$ cat src/addr_map_pkg.sv
// constants, types and decode functions for the cpu address map decoder
package addr_map_pkg;

  // physical space is the low 24 bits of every cpu address
  localparam int unsigned PHYS_W = 24;
  localparam int unsigned ADDR_W = 32;

  // internal rom area and the two rom build sizes
  localparam logic [23:0] ROM_AREA_END   = 24'h100000;
  localparam logic [23:0] ROM_SMALL_END  = 24'h020000;
  localparam logic [23:0] ROM_LARGE_END  = 24'h040000;

  // internal ram area and the two ram build sizes
  localparam logic [23:0] RAM_AREA_BASE  = 24'hFF8000;
  localparam logic [23:0] RAM_SMALL_BASE = 24'hFFC000;
  localparam logic [23:0] RAM_LARGE_BASE = 24'hFFB000;

  // peripheral i/o area, 4 KB reserved, 1 KB physical window
  localparam logic [23:0] PIO_BASE       = 24'hFFF000;
  localparam logic [23:0] PIO_WIN_MASK   = 24'h0003FF;

  // fixed handler addresses
  localparam logic [23:0] VEC_RESET      = 24'h000000;
  localparam logic [23:0] VEC_NMI        = 24'h000010;
  localparam logic [23:0] VEC_WDT        = 24'h000020;
  localparam logic [23:0] VEC_TRAP0      = 24'h000040;
  localparam logic [23:0] VEC_TRAP1      = 24'h000050;
  localparam logic [23:0] VEC_ILLEGAL_OPCODE_EXC      = 24'h000060;
  localparam logic [23:0] VEC_MASK_BASE  = 24'h000080;
  localparam logic [23:0] VEC_MASK_LAST  = 24'h000330;
  localparam int unsigned VEC_SLOT_SHIFT = 4;
  localparam logic [5:0]  MASK_SRC_LAST  = 6'h2B;

  // expansion mode control field layout
  localparam int unsigned EXP_SPACE_LSB  = 0;
  localparam int unsigned EXP_SPACE_W    = 3;
  localparam int unsigned EXP_HOLD_BIT   = 3;
  localparam logic [3:0]  EXP_CTRL_RESET = 4'h0;

  // non-maskable interrupt and exception sources
  typedef enum logic [2:0] {
    EXC_RESET = 3'h0,
    EXC_NMI   = 3'h1,
    EXC_WDT   = 3'h2,
    EXC_TRAP0 = 3'h3,
    EXC_TRAP1 = 3'h4,
    EXC_ILLEGAL_OPCODE_EXC = 3'h5
  } exc_src_t;

  // decode targets, one-hot
  typedef enum logic [4:0] {
    TGT_NONE = 5'h01,
    TGT_ROM  = 5'h02,
    TGT_RAM  = 5'h04,
    TGT_PIO  = 5'h08,
    TGT_EXT  = 5'h10
  } target_t;

  // operating mode states, one-hot
  typedef enum logic [3:0] {
    MODE_RESET  = 4'h1,
    MODE_NORMAL = 4'h2,
    MODE_FLASH  = 4'h4,
    MODE_BAD    = 4'h8
  } mode_t;

  // map a 24-bit physical address onto its target
  function automatic target_t decode_target(input logic [23:0] a,
                                            input logic        rom_large,
                                            input logic        ram_large,
                                            input logic        ext_on);
    logic [23:0] rom_end;
    logic [23:0] ram_base;
    rom_end  = rom_large ? ROM_LARGE_END : ROM_SMALL_END;
    ram_base = ram_large ? RAM_LARGE_BASE : RAM_SMALL_BASE;
    if (a < ROM_AREA_END) begin
      decode_target = (a < rom_end) ? TGT_ROM : TGT_NONE;
    end else if (a >= PIO_BASE) begin
      decode_target = TGT_PIO;
    end else if (a >= RAM_AREA_BASE) begin
      decode_target = (a >= ram_base) ? TGT_RAM : TGT_NONE;
    end else begin
      decode_target = ext_on ? TGT_EXT : TGT_NONE;
    end
  endfunction

  // fold the upper mirrors of the peripheral area onto the window
  function automatic logic [23:0] pio_fold(input logic [23:0] a);
    pio_fold = PIO_BASE | (a & PIO_WIN_MASK);
  endfunction

endpackage

$ cat src/cpu_address_map_decoder.sv
// address map decoder, program counter wrap and mode select for the cpu core
`timescale 1ns/1ps
module cpu_address_map_decoder
  import addr_map_pkg::*;
#(
  parameter bit ROM_LARGE = 1'b0,                  // 0: 128 KB rom, 1: 256 KB rom
  parameter bit RAM_LARGE = 1'b0                   // 0: 12 KB ram, 1: 16 KB ram
) (
  input  wire logic                     core_clk_i,           // cpu clock
  input  wire logic                     reset_n_i,            // sync reset, low active
  input  wire logic                     clk_en_i,             // freezes all state when low
  // programming voltage comparator pins, asynchronous
  input  wire logic                     vpp_prog_i,           // vpp at programming level
  input  wire logic                     vpp_supply_i,         // vpp at supply level
  output logic                          mode_normal_o,        // normal operation
  output logic                          mode_flash_o,         // flash programming/erase
  output logic                          mode_fault_o,         // prohibited vpp setting
  // expansion mode control write from the cpu store path
  input  wire logic                     exp_ctrl_wr_i,        // write strobe
  input  wire logic [3:0]               exp_ctrl_wdata_i,     // new control value
  output logic [3:0]                    expansion_mode_ctrl_o, // current control value
  output logic                          bus_port_mode_o,      // bus pins in port function
  output logic                          hold_pins_ext_o,      // hold pins in bus function
  // program counter control
  input  wire logic                     pc_step_i,            // advance pc sequentially
  input  wire logic [2:0]               pc_step_len_i,        // bytes to advance
  input  wire logic                     branch_i,             // take a branch
  input  wire logic [31:0]              branch_disp_i,        // signed branch displacement
  input  wire logic                     exc_ack_i,            // exception acknowledged
  input  wire addr_map_pkg::exc_src_t   exc_src_i,            // which exception
  input  wire logic                     irq_ack_i,            // maskable irq acknowledged
  input  wire logic [5:0]               irq_idx_i,            // which maskable source
  output logic [31:0]                   pc_o,                 // program counter
  output logic                          vector_fault_o,       // undefined source code
  // instruction fetch
  input  wire logic                     fetch_req_i,          // fetch at pc_o
  output logic                          fetch_valid_o,        // fetch decode ready
  output logic [23:0]                   fetch_addr_o,         // physical fetch address
  output logic                          fetch_rom_sel_o,      // fetch from rom
  output logic                          fetch_ram_sel_o,      // fetch from ram
  output logic                          fetch_fault_o,        // fetch not allowed
  // operand access
  input  wire logic                     data_req_i,           // operand access
  input  wire logic                     data_we_i,            // 1: write
  input  wire logic [31:0]              data_base_i,          // pointer register
  input  wire logic [31:0]              data_disp_i,          // signed displacement
  output logic                          data_valid_o,         // access decode ready
  output logic [31:0]                   data_addr_o,          // effective cpu address
  output logic [23:0]                   phys_addr_o,          // physical address
  output logic                          rom_sel_o,            // rom selected
  output logic                          ram_sel_o,            // ram selected
  output logic                          pio_sel_o,            // peripheral i/o selected
  output logic                          ext_sel_o,            // external memory selected
  output logic                          mem_we_o,             // write to selected target
  output logic                          data_fault_o,         // prohibited access
  input  wire logic [31:0]              rom_rdata_i,          // rom read data
  input  wire logic [31:0]              ram_rdata_i,          // ram read data
  input  wire logic [31:0]              pio_rdata_i,          // peripheral read data
  input  wire logic [31:0]              ext_rdata_i,          // external read data
  output logic                          rdata_valid_o,        // read data returned
  output logic [31:0]                   rdata_o               // read data to cpu
);

  mode_t       mode_q;
  mode_t       mode_d;
  logic [1:0]  vpp_prog_sync_q;
  logic [1:0]  vpp_supply_sync_q;
  logic [3:0]  exp_ctrl_q;
  logic        ext_on;
  logic [23:0] pc_q;
  logic [23:0] pc_d;
  logic        vec_fault_q;
  logic [23:0] vec_addr;
  logic        vec_valid;
  logic [31:0] eff_addr;
  target_t     data_tgt;
  target_t     fetch_tgt;
  target_t     data_tgt_q;
  logic        data_valid_q;
  logic        data_we_q;
  logic [31:0] data_addr_q;
  logic [23:0] phys_addr_q;
  logic        fetch_valid_q;
  logic [23:0] fetch_addr_q;
  target_t     fetch_tgt_q;
  logic        fetch_fault_q;
  logic        rdata_valid_q;
  logic [31:0] rdata_q;
  logic [31:0] rdata_mux;

  // two-flop synchronisers for the vpp comparator pins
  always_ff @(posedge core_clk_i) begin
    if (!reset_n_i) begin
      vpp_prog_sync_q   <= 2'h0;
      vpp_supply_sync_q <= 2'h0;
    end else if (clk_en_i) begin
      vpp_prog_sync_q   <= {vpp_prog_sync_q[0], vpp_prog_i};
      vpp_supply_sync_q <= {vpp_supply_sync_q[0], vpp_supply_i};
    end
  end

  // mode selection from the settled vpp level
  // vpp mode decode
  always_comb begin
    mode_d = mode_q;
    case (mode_q)
      MODE_RESET, MODE_NORMAL, MODE_FLASH, MODE_BAD: begin
        if (vpp_supply_sync_q[1]) begin
          mode_d = MODE_BAD;
        end else if (vpp_prog_sync_q[1]) begin
          mode_d = MODE_FLASH;
        end else begin
          mode_d = MODE_NORMAL;
        end
      end
      default: mode_d = MODE_RESET;
    endcase
  end

  // mode register; the reset state lasts one enabled edge, and the
  // outputs may read normal for two more cycles while the synchronisers fill
  always_ff @(posedge core_clk_i) begin
    if (!reset_n_i) begin
      mode_q <= MODE_RESET;
    end else if (clk_en_i) begin
      mode_q <= mode_d;
    end
  end

  assign mode_normal_o = (mode_q == MODE_NORMAL);
  assign mode_flash_o  = (mode_q == MODE_FLASH);
  assign mode_fault_o  = (mode_q == MODE_BAD);

  // expansion mode control, cleared by reset so the chip starts single-chip
  // pins start in port mode
  always_ff @(posedge core_clk_i) begin
    if (!reset_n_i) begin
      exp_ctrl_q <= EXP_CTRL_RESET;
    end else if (clk_en_i && exp_ctrl_wr_i) begin
      exp_ctrl_q <= exp_ctrl_wdata_i;
    end
  end

  // external space opens only once an address-space code is written
  assign ext_on = (exp_ctrl_q[EXP_SPACE_LSB +: EXP_SPACE_W] != 3'h0);

  assign expansion_mode_ctrl_o = exp_ctrl_q;
  assign bus_port_mode_o       = !ext_on;
  assign hold_pins_ext_o       = exp_ctrl_q[EXP_HOLD_BIT];

  // handler address lookup; maskable ack wins over exception ack
  vector_table u_vector_table (
    .maskable_i  (irq_ack_i),
    .exc_src_i   (exc_src_i),
    .irq_idx_i   (irq_idx_i),
    .vec_addr_o  (vec_addr),
    .vec_valid_o (vec_valid)
  );

  // next pc: acknowledge, then branch, then sequential step.
  // only 24 bits are kept, so any carry or borrow out of bit 23
  // simply falls off and the program space wraps
  always_comb begin
    pc_d = pc_q;
    if ((exc_ack_i || irq_ack_i) && vec_valid) begin
      pc_d = vec_addr;
    end else if (branch_i) begin
      pc_d = pc_q + branch_disp_i[23:0];
    end else if (pc_step_i) begin
      pc_d = pc_q + {21'h000000, pc_step_len_i};
    end
  end

  // program counter, starts at the reset entry in internal rom
  // fetch from reset entry
  always_ff @(posedge core_clk_i) begin
    if (!reset_n_i) begin
      pc_q <= VEC_RESET;
    end else if (clk_en_i) begin
      pc_q <= pc_d;
    end
  end

  // an acknowledge with an undefined source does not load pc (a branch or step still applies) and flags it
  always_ff @(posedge core_clk_i) begin
    if (!reset_n_i) begin
      vec_fault_q <= 1'b0;
    end else if (clk_en_i) begin
      vec_fault_q <= (exc_ack_i || irq_ack_i) && !vec_valid;
    end
  end

  // upper pc byte is always zero
  // program space limited to 16 MB
  assign pc_o           = {8'h00, pc_q};
  assign vector_fault_o = vec_fault_q;

  // fetch decode; the peripheral area is never a fetch target, so a
  // branch there is caught as a fault rather than reading registers
  // ignore upper address byte
  assign fetch_tgt = decode_target(pc_q, ROM_LARGE, RAM_LARGE, ext_on);

  // registered fetch result
  // no fetch from peripheral area
  always_ff @(posedge core_clk_i) begin
    if (!reset_n_i) begin
      fetch_valid_q <= 1'b0;
      fetch_addr_q  <= 24'h000000;
      fetch_tgt_q   <= TGT_NONE;
      fetch_fault_q <= 1'b0;
    end else if (clk_en_i) begin
      fetch_valid_q <= fetch_req_i;
      if (fetch_req_i) begin
        fetch_addr_q  <= pc_q;
        fetch_tgt_q   <= fetch_tgt;
        fetch_fault_q <= (fetch_tgt == TGT_PIO) || (fetch_tgt == TGT_NONE);
      end
    end
  end

  assign fetch_valid_o   = fetch_valid_q;
  assign fetch_addr_o    = fetch_addr_q;
  assign fetch_rom_sel_o = fetch_valid_q && (fetch_tgt_q == TGT_ROM);
  assign fetch_ram_sel_o = fetch_valid_q && (fetch_tgt_q == TGT_RAM);
  assign fetch_fault_o   = fetch_valid_q && fetch_fault_q;

  // effective operand address; a 32-bit sum drops its carry so the
  // data space wraps from the top back to zero
  // drop overflow past 32 bits
  assign eff_addr = data_base_i + data_disp_i;

  // operand decode on the low 24 bits only
  // 256 images of the physical space
  assign data_tgt = decode_target(eff_addr[23:0], ROM_LARGE, RAM_LARGE, ext_on);

  // registered operand decode
  always_ff @(posedge core_clk_i) begin
    if (!reset_n_i) begin
      data_valid_q <= 1'b0;
      data_we_q    <= 1'b0;
      data_addr_q  <= 32'h00000000;
      phys_addr_q  <= 24'h000000;
      data_tgt_q   <= TGT_NONE;
    end else if (clk_en_i) begin
      data_valid_q <= data_req_i;
      if (data_req_i) begin
        data_we_q   <= data_we_i;
        data_addr_q <= eff_addr;
        data_tgt_q  <= data_tgt;
        if (data_tgt == TGT_PIO) begin
          phys_addr_q <= pio_fold(eff_addr[23:0]);
        end else begin
          phys_addr_q <= eff_addr[23:0];
        end
      end
    end
  end

  // selects and write enable only while the decode result is live
  // prohibited access selects nothing
  assign data_valid_o = data_valid_q;
  assign data_addr_o  = data_addr_q;
  assign phys_addr_o  = phys_addr_q;
  assign rom_sel_o    = data_valid_q && (data_tgt_q == TGT_ROM);
  assign ram_sel_o    = data_valid_q && (data_tgt_q == TGT_RAM);
  assign pio_sel_o    = data_valid_q && (data_tgt_q == TGT_PIO);
  assign ext_sel_o    = data_valid_q && (data_tgt_q == TGT_EXT);
  assign data_fault_o = data_valid_q && (data_tgt_q == TGT_NONE);
  assign mem_we_o     = data_valid_q && data_we_q && (data_tgt_q != TGT_NONE);

  // read return mux; targets answer combinationally in the select cycle
  // prohibited read returns zero
  always_comb begin
    rdata_mux = 32'h00000000;
    if (data_tgt_q == TGT_ROM) begin
      rdata_mux = rom_rdata_i;
    end else if (data_tgt_q == TGT_RAM) begin
      rdata_mux = ram_rdata_i;
    end else if (data_tgt_q == TGT_PIO) begin
      rdata_mux = pio_rdata_i;
    end else if (data_tgt_q == TGT_EXT) begin
      rdata_mux = ext_rdata_i;
    end
  end

  // read data is held until the next read returns
  always_ff @(posedge core_clk_i) begin
    if (!reset_n_i) begin
      rdata_valid_q <= 1'b0;
      rdata_q       <= 32'h00000000;
    end else if (clk_en_i) begin
      rdata_valid_q <= data_valid_q && !data_we_q;
      if (data_valid_q && !data_we_q) begin
        rdata_q <= rdata_mux;
      end
    end
  end

  assign rdata_valid_o = rdata_valid_q;
  assign rdata_o       = rdata_q;

endmodule

$ cat src/vector_table.sv
// handler address lookup for exceptions and maskable interrupts
`timescale 1ns/1ps
module vector_table
  import addr_map_pkg::*;
(
  input  wire logic                  maskable_i,  // 1: irq_idx_i, 0: exc_src_i
  input  wire addr_map_pkg::exc_src_t exc_src_i,  // fixed source code
  input  wire logic [5:0]            irq_idx_i,   // maskable slot index
  output logic [23:0]                vec_addr_o,  // handler address
  output logic                       vec_valid_o  // source code is defined
);

  logic [23:0] slot_ofs;

  // maskable slots are 16 bytes apart from the first maskable vector
  assign slot_ofs = {18'h00000, irq_idx_i} << VEC_SLOT_SHIFT;

  // plain lookup, no storage
  always_comb begin
    vec_addr_o  = VEC_RESET;
    vec_valid_o = 1'b1;
    if (maskable_i) begin
      vec_addr_o  = VEC_MASK_BASE + slot_ofs;
      vec_valid_o = (irq_idx_i <= MASK_SRC_LAST);
    end else begin
      case (exc_src_i)
        EXC_RESET: vec_addr_o = VEC_RESET;
        EXC_NMI:   vec_addr_o = VEC_NMI;
        EXC_WDT:   vec_addr_o = VEC_WDT;
        EXC_TRAP0: vec_addr_o = VEC_TRAP0;
        EXC_TRAP1: vec_addr_o = VEC_TRAP1;
        EXC_ILLEGAL_OPCODE_EXC: vec_addr_o = VEC_ILLEGAL_OPCODE_EXC;
        default:   vec_valid_o = 1'b0;
      endcase
    end
  end

endmodule

$ cat config.mk
export PLATFORM = sky130hd
export DESIGN_NAME = cpu_address_map_decoder
export DESIGN_NICKNAME = d
export VERILOG_FILES = /design/src/addr_map_pkg.sv /design/src/cpu_address_map_decoder.sv /design/src/vector_table.sv
export SDC_FILE = /design/constraint.sdc
export NUM_CORES = 1
export LEC_CHECK = 0
export ABC_AREA = 1
export BUFFER_PORTS_ARGS = -buffer_cell sky130_fd_sc_hd__buf_2
export CAP_MARGIN = 20
export CORE_AREA = 2 2 164 166
export DETAILED_ROUTE_END_ITERATION = 6
export DIE_AREA = 0 0 166 168
export PLACE_DENSITY = 0.7
export SLEW_MARGIN = 20
export SYNTH_ARGS = -nofsm -noshare
export SYNTH_HDL_FRONTEND = slang
export SYNTH_HIERARCHICAL = 1
export SYNTH_SLANG_ARGS = --single-unit
$ cat constraint.sdc
create_clock -name core_clk_i -period 3.2 [get_ports core_clk_i]
set_input_delay 0.16 -clock core_clk_i [delete_from_list [all_inputs] [get_ports core_clk_i]]
set_output_delay 0.16 -clock core_clk_i [all_outputs]
set_load 0.05 [all_outputs]
==> impl_metrics.py, run 1 <==
metrics = {
    "status": {
        "status": "completed",
    },
    "placement": {
        "portBuffers": 402,
        "dp_hpwl_um": 31200,
        "gp_congestion": 0.943,
    },
    "min_path": {
        "hold_start": "vpp_supply_i",
        "hold_path.class": "primary input to flop",
    },
    "route": {
        "drt_iter0_markers": 924,
        "routedWlPerCell_um": 16.0,
        "viasPerCell": 5.08,
        "wirelength_um": 39600,
        "drc": 0,
        "routed-via-count": 12600,
        "dr.pass1.iters": 6,
        "final_antenna_net_count": 0,
    },
    "sta": {
        "rsz0062_at_grt": "false",
        "fmax_ghz": 0.400,
        "finalCriticalPeriod_ns": 2.50,
        "skew_ns": 0.0183,
        "worst_pin_slew_ns": 0.858,
        "hold_violations": 0,
        "max_slew_margin": 0.428,
        "drv_slew": 0,
        "finalSetupViolCount": 0,
        "tns_ns": 0,
        "min_period_over_period": 0.781,
    },
    "grt": {
        "grt_overflow": 0,
        "antenna_found_initial": 2,
        "grt_max_degree": 86,
        "track_usage": 0.277,
        "grt_pass1_vias": 11700,
        "grt_first_pass_wirelength_um": 61900,
    },
    "cells_and_area": {
        "seqCellArea_um2": 3080,
        "drive_gt1_frac": 0.238,
        "fillerInstances": 2689,
        "syn2layout_area_growth_pct": 28.4,
        "multi_input_area_um2": 6380,
        "layout.nets": 2429,
    },
    "floorplanning": {
        "io_pins": 419,
        "die_height_um": 168,
        "fp.dieW_um": 166,
        "core_um2": 26400,
        "dieArea_um2": 27900,
        "rows": 60,
        "initial_core_util": 0.412,
    },
    "job": {
        "max_cap_violations": 0,
    },
    "setup_path": {
        "crit_fanout": 4,
        "required_ns": 3.56,
        "start_kind": "flop",
        "endpoint": "pc_q[22]$_SDFFE_PN0P_",
        "end_kind": "flop",
        "path_cells": "ha_1, inv_1, fa_1, o21ai_0, a21oi_1, inv_1, nand3_1, nand3_1, a21oi_1, or2_0, nand3_1, nand2_1, a21oi_1",
        "slowest_stage": "fa_1",
        "regToRegEndpoint": "pc_q[22]$_SDFFE_PN0P_",
        "cp.arrival_ns": 2.86,
        "crit_start": "pc_q[0]$_SDFFE_PN0P_",
        "critPathMaxStageDelay_ns": 0.44,
        "reg2reg_depth": 13,
        "rr_startpoint": "pc_q[0]$_SDFFE_PN0P_",
        "crit_type": "flop to flop",
        "r2r_setup_slack_ns": 0.70,
    },
    "synth": {
        "synth.cells.most_frequent": "nand2_1, inv_1, nor2_1",
        "ys_types": 51,
        "yosys_warnings": 6,
        "yosysMostFrequentCell": "nand2_1",
        "synth_cells": 1722,
        "synth_flop_cell": "dfxtp_1",
        "syn_avg_cell_area_um2": 6.31,
        "synth_top_area_frac": 0.284,
        "yosys-top-cells-area": "dfxtp_1, nand2_1, inv_1",
        "synth_edf_count": 0,
        "seq_area_frac_synth": 0.284,
        "post-synth-top-area-cell": "dfxtp_1",
        "ys_ff_latch": 154,
        "async_reset_ff_frac": 0,
        "synth_area_um2": 10900,
    },
    "pwr": {
        "combPwrFrac": 0.322,
        "p_leak_uw": 0.00759,
        "sw_frac_of_total": 0.388,
        "vdd_drop_max_mv": 0.225,
        "power.share.clock": 0.326,
        "p_per_area_nw_per_um2": 437,
        "power.switching_uw": 2370,
        "fin_total_pwr_uw": 6100,
        "p_int_uw": 3730,
        "pwr-share-seq": 0.352,
    },
    "clocking": {
        "numCtsBuffers": 17,
        "cts_tree": "done",
        "insertion_delay_ns": 0.43,
        "clock_sinks": 154,
        "htreeDepth": 4,
        "path_clk_slew_ns": 0.07,
        "cts_max_path_buffers": 2,
        "cts_root_buf": "clkbuf_16",
    },
}
cell usage in the layout (no fill, tap or decap), drive strengths merged, types with 9 or more instances in the layout:
| master | Yosys | layout |
|---|---|---|
| inv | 260 | 267 |
| nand4 | 21 | 21 |
| conb | 2 | 25 |
| o221ai | 16 | 16 |
| nand3 | 66 | 66 |
| o22ai | 24 | 24 |
| xor2 | 20 | 20 |
| ha | 57 | 57 |
| clkbuf | 60 | 17 |
| nand2 | 416 | 416 |
| buf | 42 | 421 |
| nor3 | 14 | 14 |
| or2 | 9 | 9 |
| nor2 | 184 | 184 |
| o21ai | 129 | 129 |
| nor4 | 9 | 9 |
| dlygate4sd3 | 0 | 34 |
| a21oi | 156 | 156 |
| dfxtp | 154 | 154 |
| a31oi | 35 | 35 |
power groups by stage:
stage                     combinational (µW)  clock [µW]  sequential [µW]
after global routing                    2150        2120             2160
final                                   1960        1990             2150
after global placement                  1900           0             2180
after CTS                               1960        2030             2140
after detailed placement                1910           0             2190
after floorplan                          996           0             2550
metrics by stage:
| step | area [µm²] | setup WS (ns) | hold slack, ns | util | instances |
|---|---|---|---|---|---|
| 5_1_grt | 14000 | 0.515 | 0.0153 | 0.529 | 2473 |
| 3_5_place_dp | 13000 | 0.484 | 0.436 | 0.495 | 2405 |
| 4_1_cts | 13900 | 0.731 | 0.000325 | 0.529 | 2471 |
| 3_3_place_gp | 13000 | 0.542 | 0.420 | 0.495 | 2405 |
| 2_1_floorplan | 11000 | 0.442 | 0.295 | - | 1745 |
| 6_report | 14000 | 0.701 | 0.0185 | 0.529 | 2473 |
repair_timing:
action | in CTS | in global routing
endpoints found under the hold margin | 30 | 0
resized for setup | 0 | 0
endpoints found under the setup margin | 0 | 0
hold buffers | 34 | 0
buffers inserted | 0 | 0
critical path, delay by kind of cell (launching register included):
kind | cells | cell delay (ns)
adder cells (fa/ha/maj) | 2 | 0.69
AND/OR/NAND/NOR | 5 | 0.62
AO/OA/AOI/OAI | 4 | 0.52
flip-flops | 1 | 0.39
buffers and inverters | 2 | 0.21
kinds of logic after synthesis:
| logic type | synth area share |
|---|---|
| AOI/OAI and AO/OA | 0.202 |
| xor gates and xnor gates | 0.0208 |
| adders and majority gates | 0.0693 |
| buffers and inverters | 0.139 |
| DFF | 0.284 |
| other | 0.000691 |
| and+or+nand+nor | 0.284 |
sequential cells by signal (all words and copies together), names as in the netlist, 2 cells and up:
signal	flops
expansion_mode_ctrl_o	4
vpp_prog_sync_q	2
data_addr_o	32
rdata_o	32
fetch_addr_o	24
data_tgt_q	5
phys_addr_o	14
fetch_tgt_q	5
mode_q	4
vpp_supply_sync_q	2
pc_q	24
layout make-up:
cell class | count | area share
Antenna cell | 2 | 0.000359
Clock buffer | 17 | 0.0305
Clock inverter | 15 | 0.0100
Inverter | 262 | 0.0706
Multi-Input combinational cell | 1227 | 0.457
Sequential cell | 154 | 0.221
Tap cell | 341 | 0.0306
Timing Repair Buffer | 455 | 0.180
routing by layer:
| metal | track usage | share of wire | vias to the layer above |
|---|---|---|---|
| li1 | - | - | 6339 |
| met3 | 0.0461 | 0.058 | 58 |
| met2 | 0.465 | 0.46 | 450 |
| met5 | 0 | 0 | - |
| met1 | 0.361 | 0.45 | 5725 |
| met4 | 0.0957 | 0.028 | 0 |
worst min path at each step:
stage                                             to  slack, ns  depth (start not counted)
2_1_floorplan        vpp_prog_sync_q[0]$_SDFFE_PN0P_       0.29                          2
3_3_place_gp   expansion_mode_ctrl_o[0]$_SDFFE_PN0P_       0.42                          3
3_5_place_dp                rdata_o[19]$_SDFFE_PN0P_       0.44                          3
4_1_cts                     rdata_o[12]$_SDFFE_PN0P_     0.0003                          3
5_1_grt            vpp_supply_sync_q[0]$_SDFFE_PN0P_       0.02                          3
6_report           vpp_supply_sync_q[0]$_SDFFE_PN0P_       0.02                          3
Power figures use the tool's default switching activity.
==> inputs of run 2 (changes only) <==
- ABC_AREA: 1 -> 0
- CORE_AREA: 2 2 164 166 -> 2 2 162 164
- DIE_AREA: 0 0 166 168 -> 0 0 164 166
- PLACE_DENSITY: 0.7 -> 0.69
- clock period: 3.2 -> 2.2 ns (I/O delays scaled with it)
==> run 2 against run 1 <==
Against the previous run:
- the run now ends with setup timing left
- first-iteration DRC count decreased by 6.9%
- fmax increased by 0.33%
- sequential power increased by 43%
- critical path type unchanged
- largest cell class unchanged
==> impl_metrics.py, run 2 <==
metrics = {
    "status": {
        "status": "finished with violations",
        "violations": "setup timing",
    },
    "placement": {
        "dp_hpwl_um": 27300,
        "portBuffers": 402,
        "gp_congestion": 0.934,
        "numPlacedInstances": 2022,
        "post-place-ws_ns": -0.705,
    },
    "synth": {
        "seq_area_frac_synth": 0.315,
        "ys_types": 75,
        "syn_avg_cell_area_um2": 8.09,
        "post-synth-top-area-cell": "dfxtp_1",
        "synth_edf_count": 0,
        "synth_flop_cell": "dfxtp_1",
        "yosys-top-cells-area": "dfxtp_1, ha_1, nand2_1",
        "ys_ff_latch": 154,
        "synth.cells.most_frequent": "dfxtp_1, nand2_1, o21ai_0",
        "async_reset_ff_frac": 0,
        "synth_top_area_frac": 0.315,
        "synth_area_um2": 9780,
        "synth_cells": 1208,
        "yosys_warnings": 6,
        "yosysMostFrequentCell": "dfxtp_1",
    },
    "floorplanning": {
        "rows": 59,
        "dieArea_um2": 27200,
        "io_pins": 419,
        "initial_core_util": 0.382,
        "core_um2": 25600,
        "fp.dieW_um": 164,
        "die_height_um": 166,
    },
    "setup_path": {
        "regToRegEndpoint": "pc_q[22]$_SDFFE_PN0P_",
        "rr_startpoint": "pc_q[0]$_SDFFE_PN0P_",
        "crit_start": "pc_q[0]$_SDFFE_PN0P_",
        "r2r_setup_slack_ns": -0.29,
        "crit_fanout": 2,
        "cp.arrival_ns": 2.80,
        "start_kind": "flop",
        "required_ns": 2.51,
        "slowest_stage": "fa_2",
        "crit_type": "flop to flop",
        "reg2reg_depth": 14,
        "path_cells": "ha_4, inv_2, fa_2, nor2b_4, o21ai_2, a21oi_2, o21ai_2, a21oi_2, a221oi_2, buf_4, o31a_1, mux2i_1, nor3_1, nor3_1",
        "critPathMaxStageDelay_ns": 0.38,
        "end_kind": "flop",
    },
    "cells_and_area": {
        "syn2layout_area_growth_pct": 53.5,
        "final_common_cell": "buf_2",
        "multi_input_area_um2": 6790,
        "fillerInstances": 2286,
        "instances_no_fill": 2125,
        "final_cell_mix": "buf_2, buf_4, dfxtp_1",
        "layout.nets": 2086,
        "drive_gt1_frac": 0.420,
        "seqCellArea_um2": 3100,
        "final_util": 0.586,
    },
    "route": {
        "final_antenna_net_count": 0,
        "drt_iter0_markers": 860,
        "routed-via-count": 11200,
        "dr.pass1.iters": 6,
        "routedWlPerCell_um": 17.2,
        "viasPerCell": 5.27,
        "drc": 0,
        "wirelength_um": 36500,
    },
    "sta": {
        "finalCriticalPeriod_ns": 2.49,
        "worst_pin_slew_ns": 1.02,
        "fmax_ghz": 0.401,
        "drv_slew": 0,
        "tns_ns": -3.97,
        "skew_ns": 0.0112,
        "fin_ws_ns": -0.291,
        "min_period_over_period": 1.13,
        "max_slew_margin": 0.321,
        "finalSetupViolCount": 23,
        "rsz0062_at_grt": "true",
        "hold_violations": 0,
    },
    "grt": {
        "track_usage": 0.253,
        "antenna_found_initial": 6,
        "grt_max_degree": 69,
        "grt_pass1_vias": 10600,
        "grt_overflow": 0,
        "grt_first_pass_wirelength_um": 54700,
    },
    "job": {
        "max_cap_violations": 0,
    },
    "clocking": {
        "cts_root_buf": "clkbuf_16",
        "insertion_delay_ns": 0.43,
        "cts_max_path_buffers": 2,
        "clock_sinks": 154,
        "numCtsBuffers": 17,
        "path_clk_slew_ns": 0.07,
        "cts_tree": "done",
        "htreeDepth": 4,
    },
    "min_path": {
        "worstHoldPathCells": 3,
        "hold_start": "ram_rdata_i[20]",
        "min_to": "rdata_o[20]$_SDFFE_PN0P_",
        "hold_path.class": "primary input to flop",
    },
    "pwr": {
        "p_leak_uw": 0.00699,
        "fin_total_pwr_uw": 9280,
        "vdd_drop_max_mv": 0.366,
        "p_per_area_nw_per_um2": 618,
    },
}
==> run 2: kinds of logic after synthesis <==
kind of cell / share of synthesized area
DFF: 0.315
buffers and inverters: 0.0642
adders and majority gates: 0.0770
muxes: 0.0116
and+or+nand+nor: 0.198
AOI/OAI and AO/OA: 0.290
xor gates and xnor gates: 0.0439
other: 0.000768
==> run 2: critical path: cells and delay by family, from the launching register on <==
family                     cells  cell delay (ns)
buffers and inverters          2             0.18
adders and majority gates      2             0.50
DFF                            1             0.35
AOI/OAI and AO/OA              6             0.89
and+or+nand+nor                3             0.33
muxes                          1             0.12
==> run 2: through the flow <==
| step | hold slack [ns] | area (µm²) |
|---|---|---|
| final | 0.0164 | 15000 |
| after global routing | 0.0203 | 15000 |
| after CTS | 0.000169 | 14700 |
| after detailed placement | 0.379 | 13400 |
| after global placement | 0.368 | 13400 |
| after floorplan | 0.255 | 10200 |
==> run 2: report_power, final <==
group          internal [µW]  switching (µW)  total (µW)  leakage [µW]
Sequential              2960             123        3080       0.00126
Clock                   1620            1340        2960      0.000285
Combinational           1360            1890        3250       0.00545
==> run 2: worst max path at each step <==
stage                                   endpoint  slack (ns)  cells after the start
CTS                   data_tgt_q[0]$_SDFFE_PN1P_       -0.22                     13
global route          data_tgt_q[0]$_SDFFE_PN1P_       -0.47                     13
floorplan           data_addr_o[30]$_SDFFE_PN0P_       -0.44                     12
detailed placement    data_tgt_q[0]$_SDFFE_PN1P_       -0.70                     13
finish                     pc_q[22]$_SDFFE_PN0P_       -0.29                     14
global placement    data_addr_o[30]$_SDFFE_PN0P_       -0.62                     13
==> run 2: timing repair <==
item | CTS | global route
gates cloned | 0 | 0
buffers inserted | 11 | 16
setup endpoints to repair | 25 | 49
endpoints found under the hold margin | 25 | 0
pin swaps | 57 | 39
gates resized for setup | 29 | 46
hold buffers | 45 | 0
==> run 2: cell type report <==
cell class              count  share of cell area
diodes                      3            0.000500
clock buffers              18              0.0293
clock inverters            14             0.00875
inverters                  21             0.00525
multi-input cells         946               0.452
flip-flops and latches    154               0.207
well taps                 335              0.0279
repair buffers            634               0.269
==> run 2: per-layer routing <==
layer / part of all wire / vias to the layer above / global-route usage / wire, µm
met5: 0.00036 / - / 0 / 13
met4: 0.039 / 2 / 0.116 / 1410
met3: 0.070 / 83 / 0.0539 / 2570
met2: 0.49 / 439 / 0.435 / 17800
met1: 0.40 / 5208 / 0.300 / 14600
li1: - / 5471 / - / -
==> inputs of run 3 (changes only) <==
--- a/config.mk
+++ b/config.mk
@@ -10,4 +10,5 @@
 export CAP_MARGIN = 20
 export CORE_AREA = 2 2 162 164
+export CTS_BUF_LIST = sky130_fd_sc_hd__clkbuf_16
 export DETAILED_ROUTE_END_ITERATION = 6
 export DIE_AREA = 0 0 164 166
==> constraint.sdc (replaced) <==
create_clock -name core_clk_i -period 2.2 [get_ports core_clk_i]
set_input_delay 0 -clock core_clk_i [delete_from_list [all_inputs] [get_ports core_clk_i]]
set_output_delay 0 -clock core_clk_i [all_outputs]
set_load 0.05 [all_outputs]
==> run 3 against run 2 <==
Against the previous run:
- the flow finishes with violations (DRC, hold timing, setup timing)
- core utilization increased by 3.5 points
- critical path depth unchanged
- setup slack got worse by 0.011 ns
==> impl_metrics.py, run 3 (synthesis results as in run 2) <==
metrics = {
    "cells_and_area": {
        "final_cell_mix": "buf_2, buf_4, dlygate4sd3_1",
        "final_design_area_no_fill_um2": 15900,
        "syn2layout_area_growth_pct": 62.7,
        "final_util": 0.621,
        "fillerInstances": 2152,
        "drive_gt1_frac": 0.395,
        "final_common_cell": "buf_2",
        "layout.nets": 2184,
    },
    "placement": {
        "placed_area_um2": 13300,
        "gp_congestion": 0.890,
        "dp_hpwl_um": 27600,
        "post-place-ws_ns": -0.749,
        "portBuffers": 402,
    },
    "route": {
        "final_antenna_net_count": 0,
        "dr_wl_met3_um": 4300,
        "wirelength_um": 42300,
        "routedWlPerCell_um": 19.0,
        "met1_length_um": 15800,
        "drt_iter0_markers": 1065,
        "highest_layer": "met5",
        "viasPerCell": 5.44,
        "dr.pass1.iters": 7,
        "drc": 12,
        "routed-via-count": 12100,
        "wl_met2_um": 20100,
    },
    "status": {
        "status": "finished with violations",
        "violations": "DRC, hold timing, setup timing",
    },
    "sta": {
        "min_period_over_period": 1.14,
        "rsz0062_at_grt": "true",
        "tns_ns": -3.88,
        "fin_ws_ns": -0.302,
        "finalCriticalPeriod_ns": 2.50,
        "skew_ns": 0.0145,
        "hold_violations": 2,
        "worst_pin_slew_ns": 1.01,
        "fmax_ghz": 0.400,
        "finalSetupViolCount": 23,
        "timing.hold.ws_ns": -0.0218,
        "max_slew_margin": 0.329,
        "drv_slew": 0,
    },
    "floorplanning": {
        "die_height_um": 166,
        "core_um2": 25600,
        "initial_core_util": 0.382,
        "dieArea_um2": 27200,
        "fp.dieW_um": 164,
        "rows": 59,
        "io_pins": 419,
    },
    "grt": {
        "grt_first_pass_wirelength_um": 63100,
        "antenna_found_initial": 8,
        "grt_overflow": 0,
        "track_usage": 0.295,
        "grt_pass1_vias": 11900,
        "grt_max_degree": 66,
    },
    "pwr": {
        "p_per_area_nw_per_um2": 578,
        "p_leak_uw": 0.00725,
        "vdd_drop_max_mv": 0.404,
        "fin_total_pwr_uw": 9200,
    },
    "setup_path": {
        "crit_fanout": 5,
        "crit_type": "primary input to flop",
        "cp.arrival_ns": 2.82,
        "required_ns": 2.52,
        "end_kind": "flop",
        "start_kind": "primary input",
        "r2r_setup_slack_ns": -0.26,
    },
    "job": {
        "max_cap_violations": 0,
    },
    "clocking": {
        "path_clk_slew_ns": 0.07,
        "clock_sinks": 154,
        "cts_root_buf": "clkbuf_16",
        "cts_max_path_buffers": 2,
        "htreeDepth": 4,
        "cts_tree": "done",
        "insertion_delay_ns": 0.43,
        "numCtsBuffers": 17,
    },
    "min_path": {
        "hold_path.class": "primary input to flop",
    },
}
[run 3: final cells by class]
class | count | area (µm²) | share of cell area
multi-input cells | 946 | 6730 | 0.423
repair buffers | 732 | 5000 | 0.314
flip-flops and latches | 154 | 3120 | 0.196
clock buffers | 18 | 450 | 0.0283
well taps | 335 | 419 | 0.0263
clock inverters | 14 | 95.1 | 0.00598
inverters | 21 | 78.8 | 0.00495
diodes | 6 | 15.0 | 0.000944
[run 3: worst paths after layout]
check | startpoint | end | depth (start not counted)
worst min register to register | fetch_addr_o[10]$_SDFFE_PN0P_ | fetch_addr_o[10]$_SDFFE_PN0P_ | 2
worst max-delay path | data_base_i[0] | data_addr_o[30]$_SDFFE_PN0P_ | 14
worst min-delay path | ram_rdata_i[31] | rdata_o[31]$_SDFFE_PN0P_ | 3
worst max register to register | pc_q[0]$_SDFFE_PN0P_ | pc_q[16]$_SDFFE_PN0P_ | 14
[run 3: critical path: stages]
cell and delay (ns):
buf_8 0.10, ha_4 0.16, fa_2 0.35, a211oi_2 0.22
o21ai_2 0.14, o211ai_2 0.22, a211oi_2 0.11, o31a_1 0.33
buf_4 0.15, o32a_1 0.35, a311oi_2 0.25, xor2_1 0.19
o21ai_1 0.07, and2_1 0.16
[run 3: power breakdown]
part | internal [µW] | total (µW) | switching [µW]
sequential | 2960 | 3090 | 131
clock | 1510 | 2820 | 1310
combinational | 1370 | 3280 | 1910
total | 5840 | 9200 | 3350
[run 3: through the flow]
stage	hold slack [ns]	cells
floorplan	0.145	1231
global placement	0.258	2021
detailed placement	0.271	2021
CTS	0.000566	2209
global route	0.00545	2224
finish	-0.0218	2226
[run 3: repair_timing]
item | in CTS | in global routing
setup endpoints to repair | 23 | 64
resized for setup | 33 | 56
hold endpoints to repair | 41 | 9
hold buffers | 145 | 9
buffers inserted | 11 | 14
pin swaps | 42 | 59
gates cloned | 0 | 2
[run 3: layer usage]
layer	GRT usage	vias to the layer above
met1	0.335	5606
met4	0.142	4
li1	-	5659
met3	0.110	184
met5	0	-
met2	0.486	646
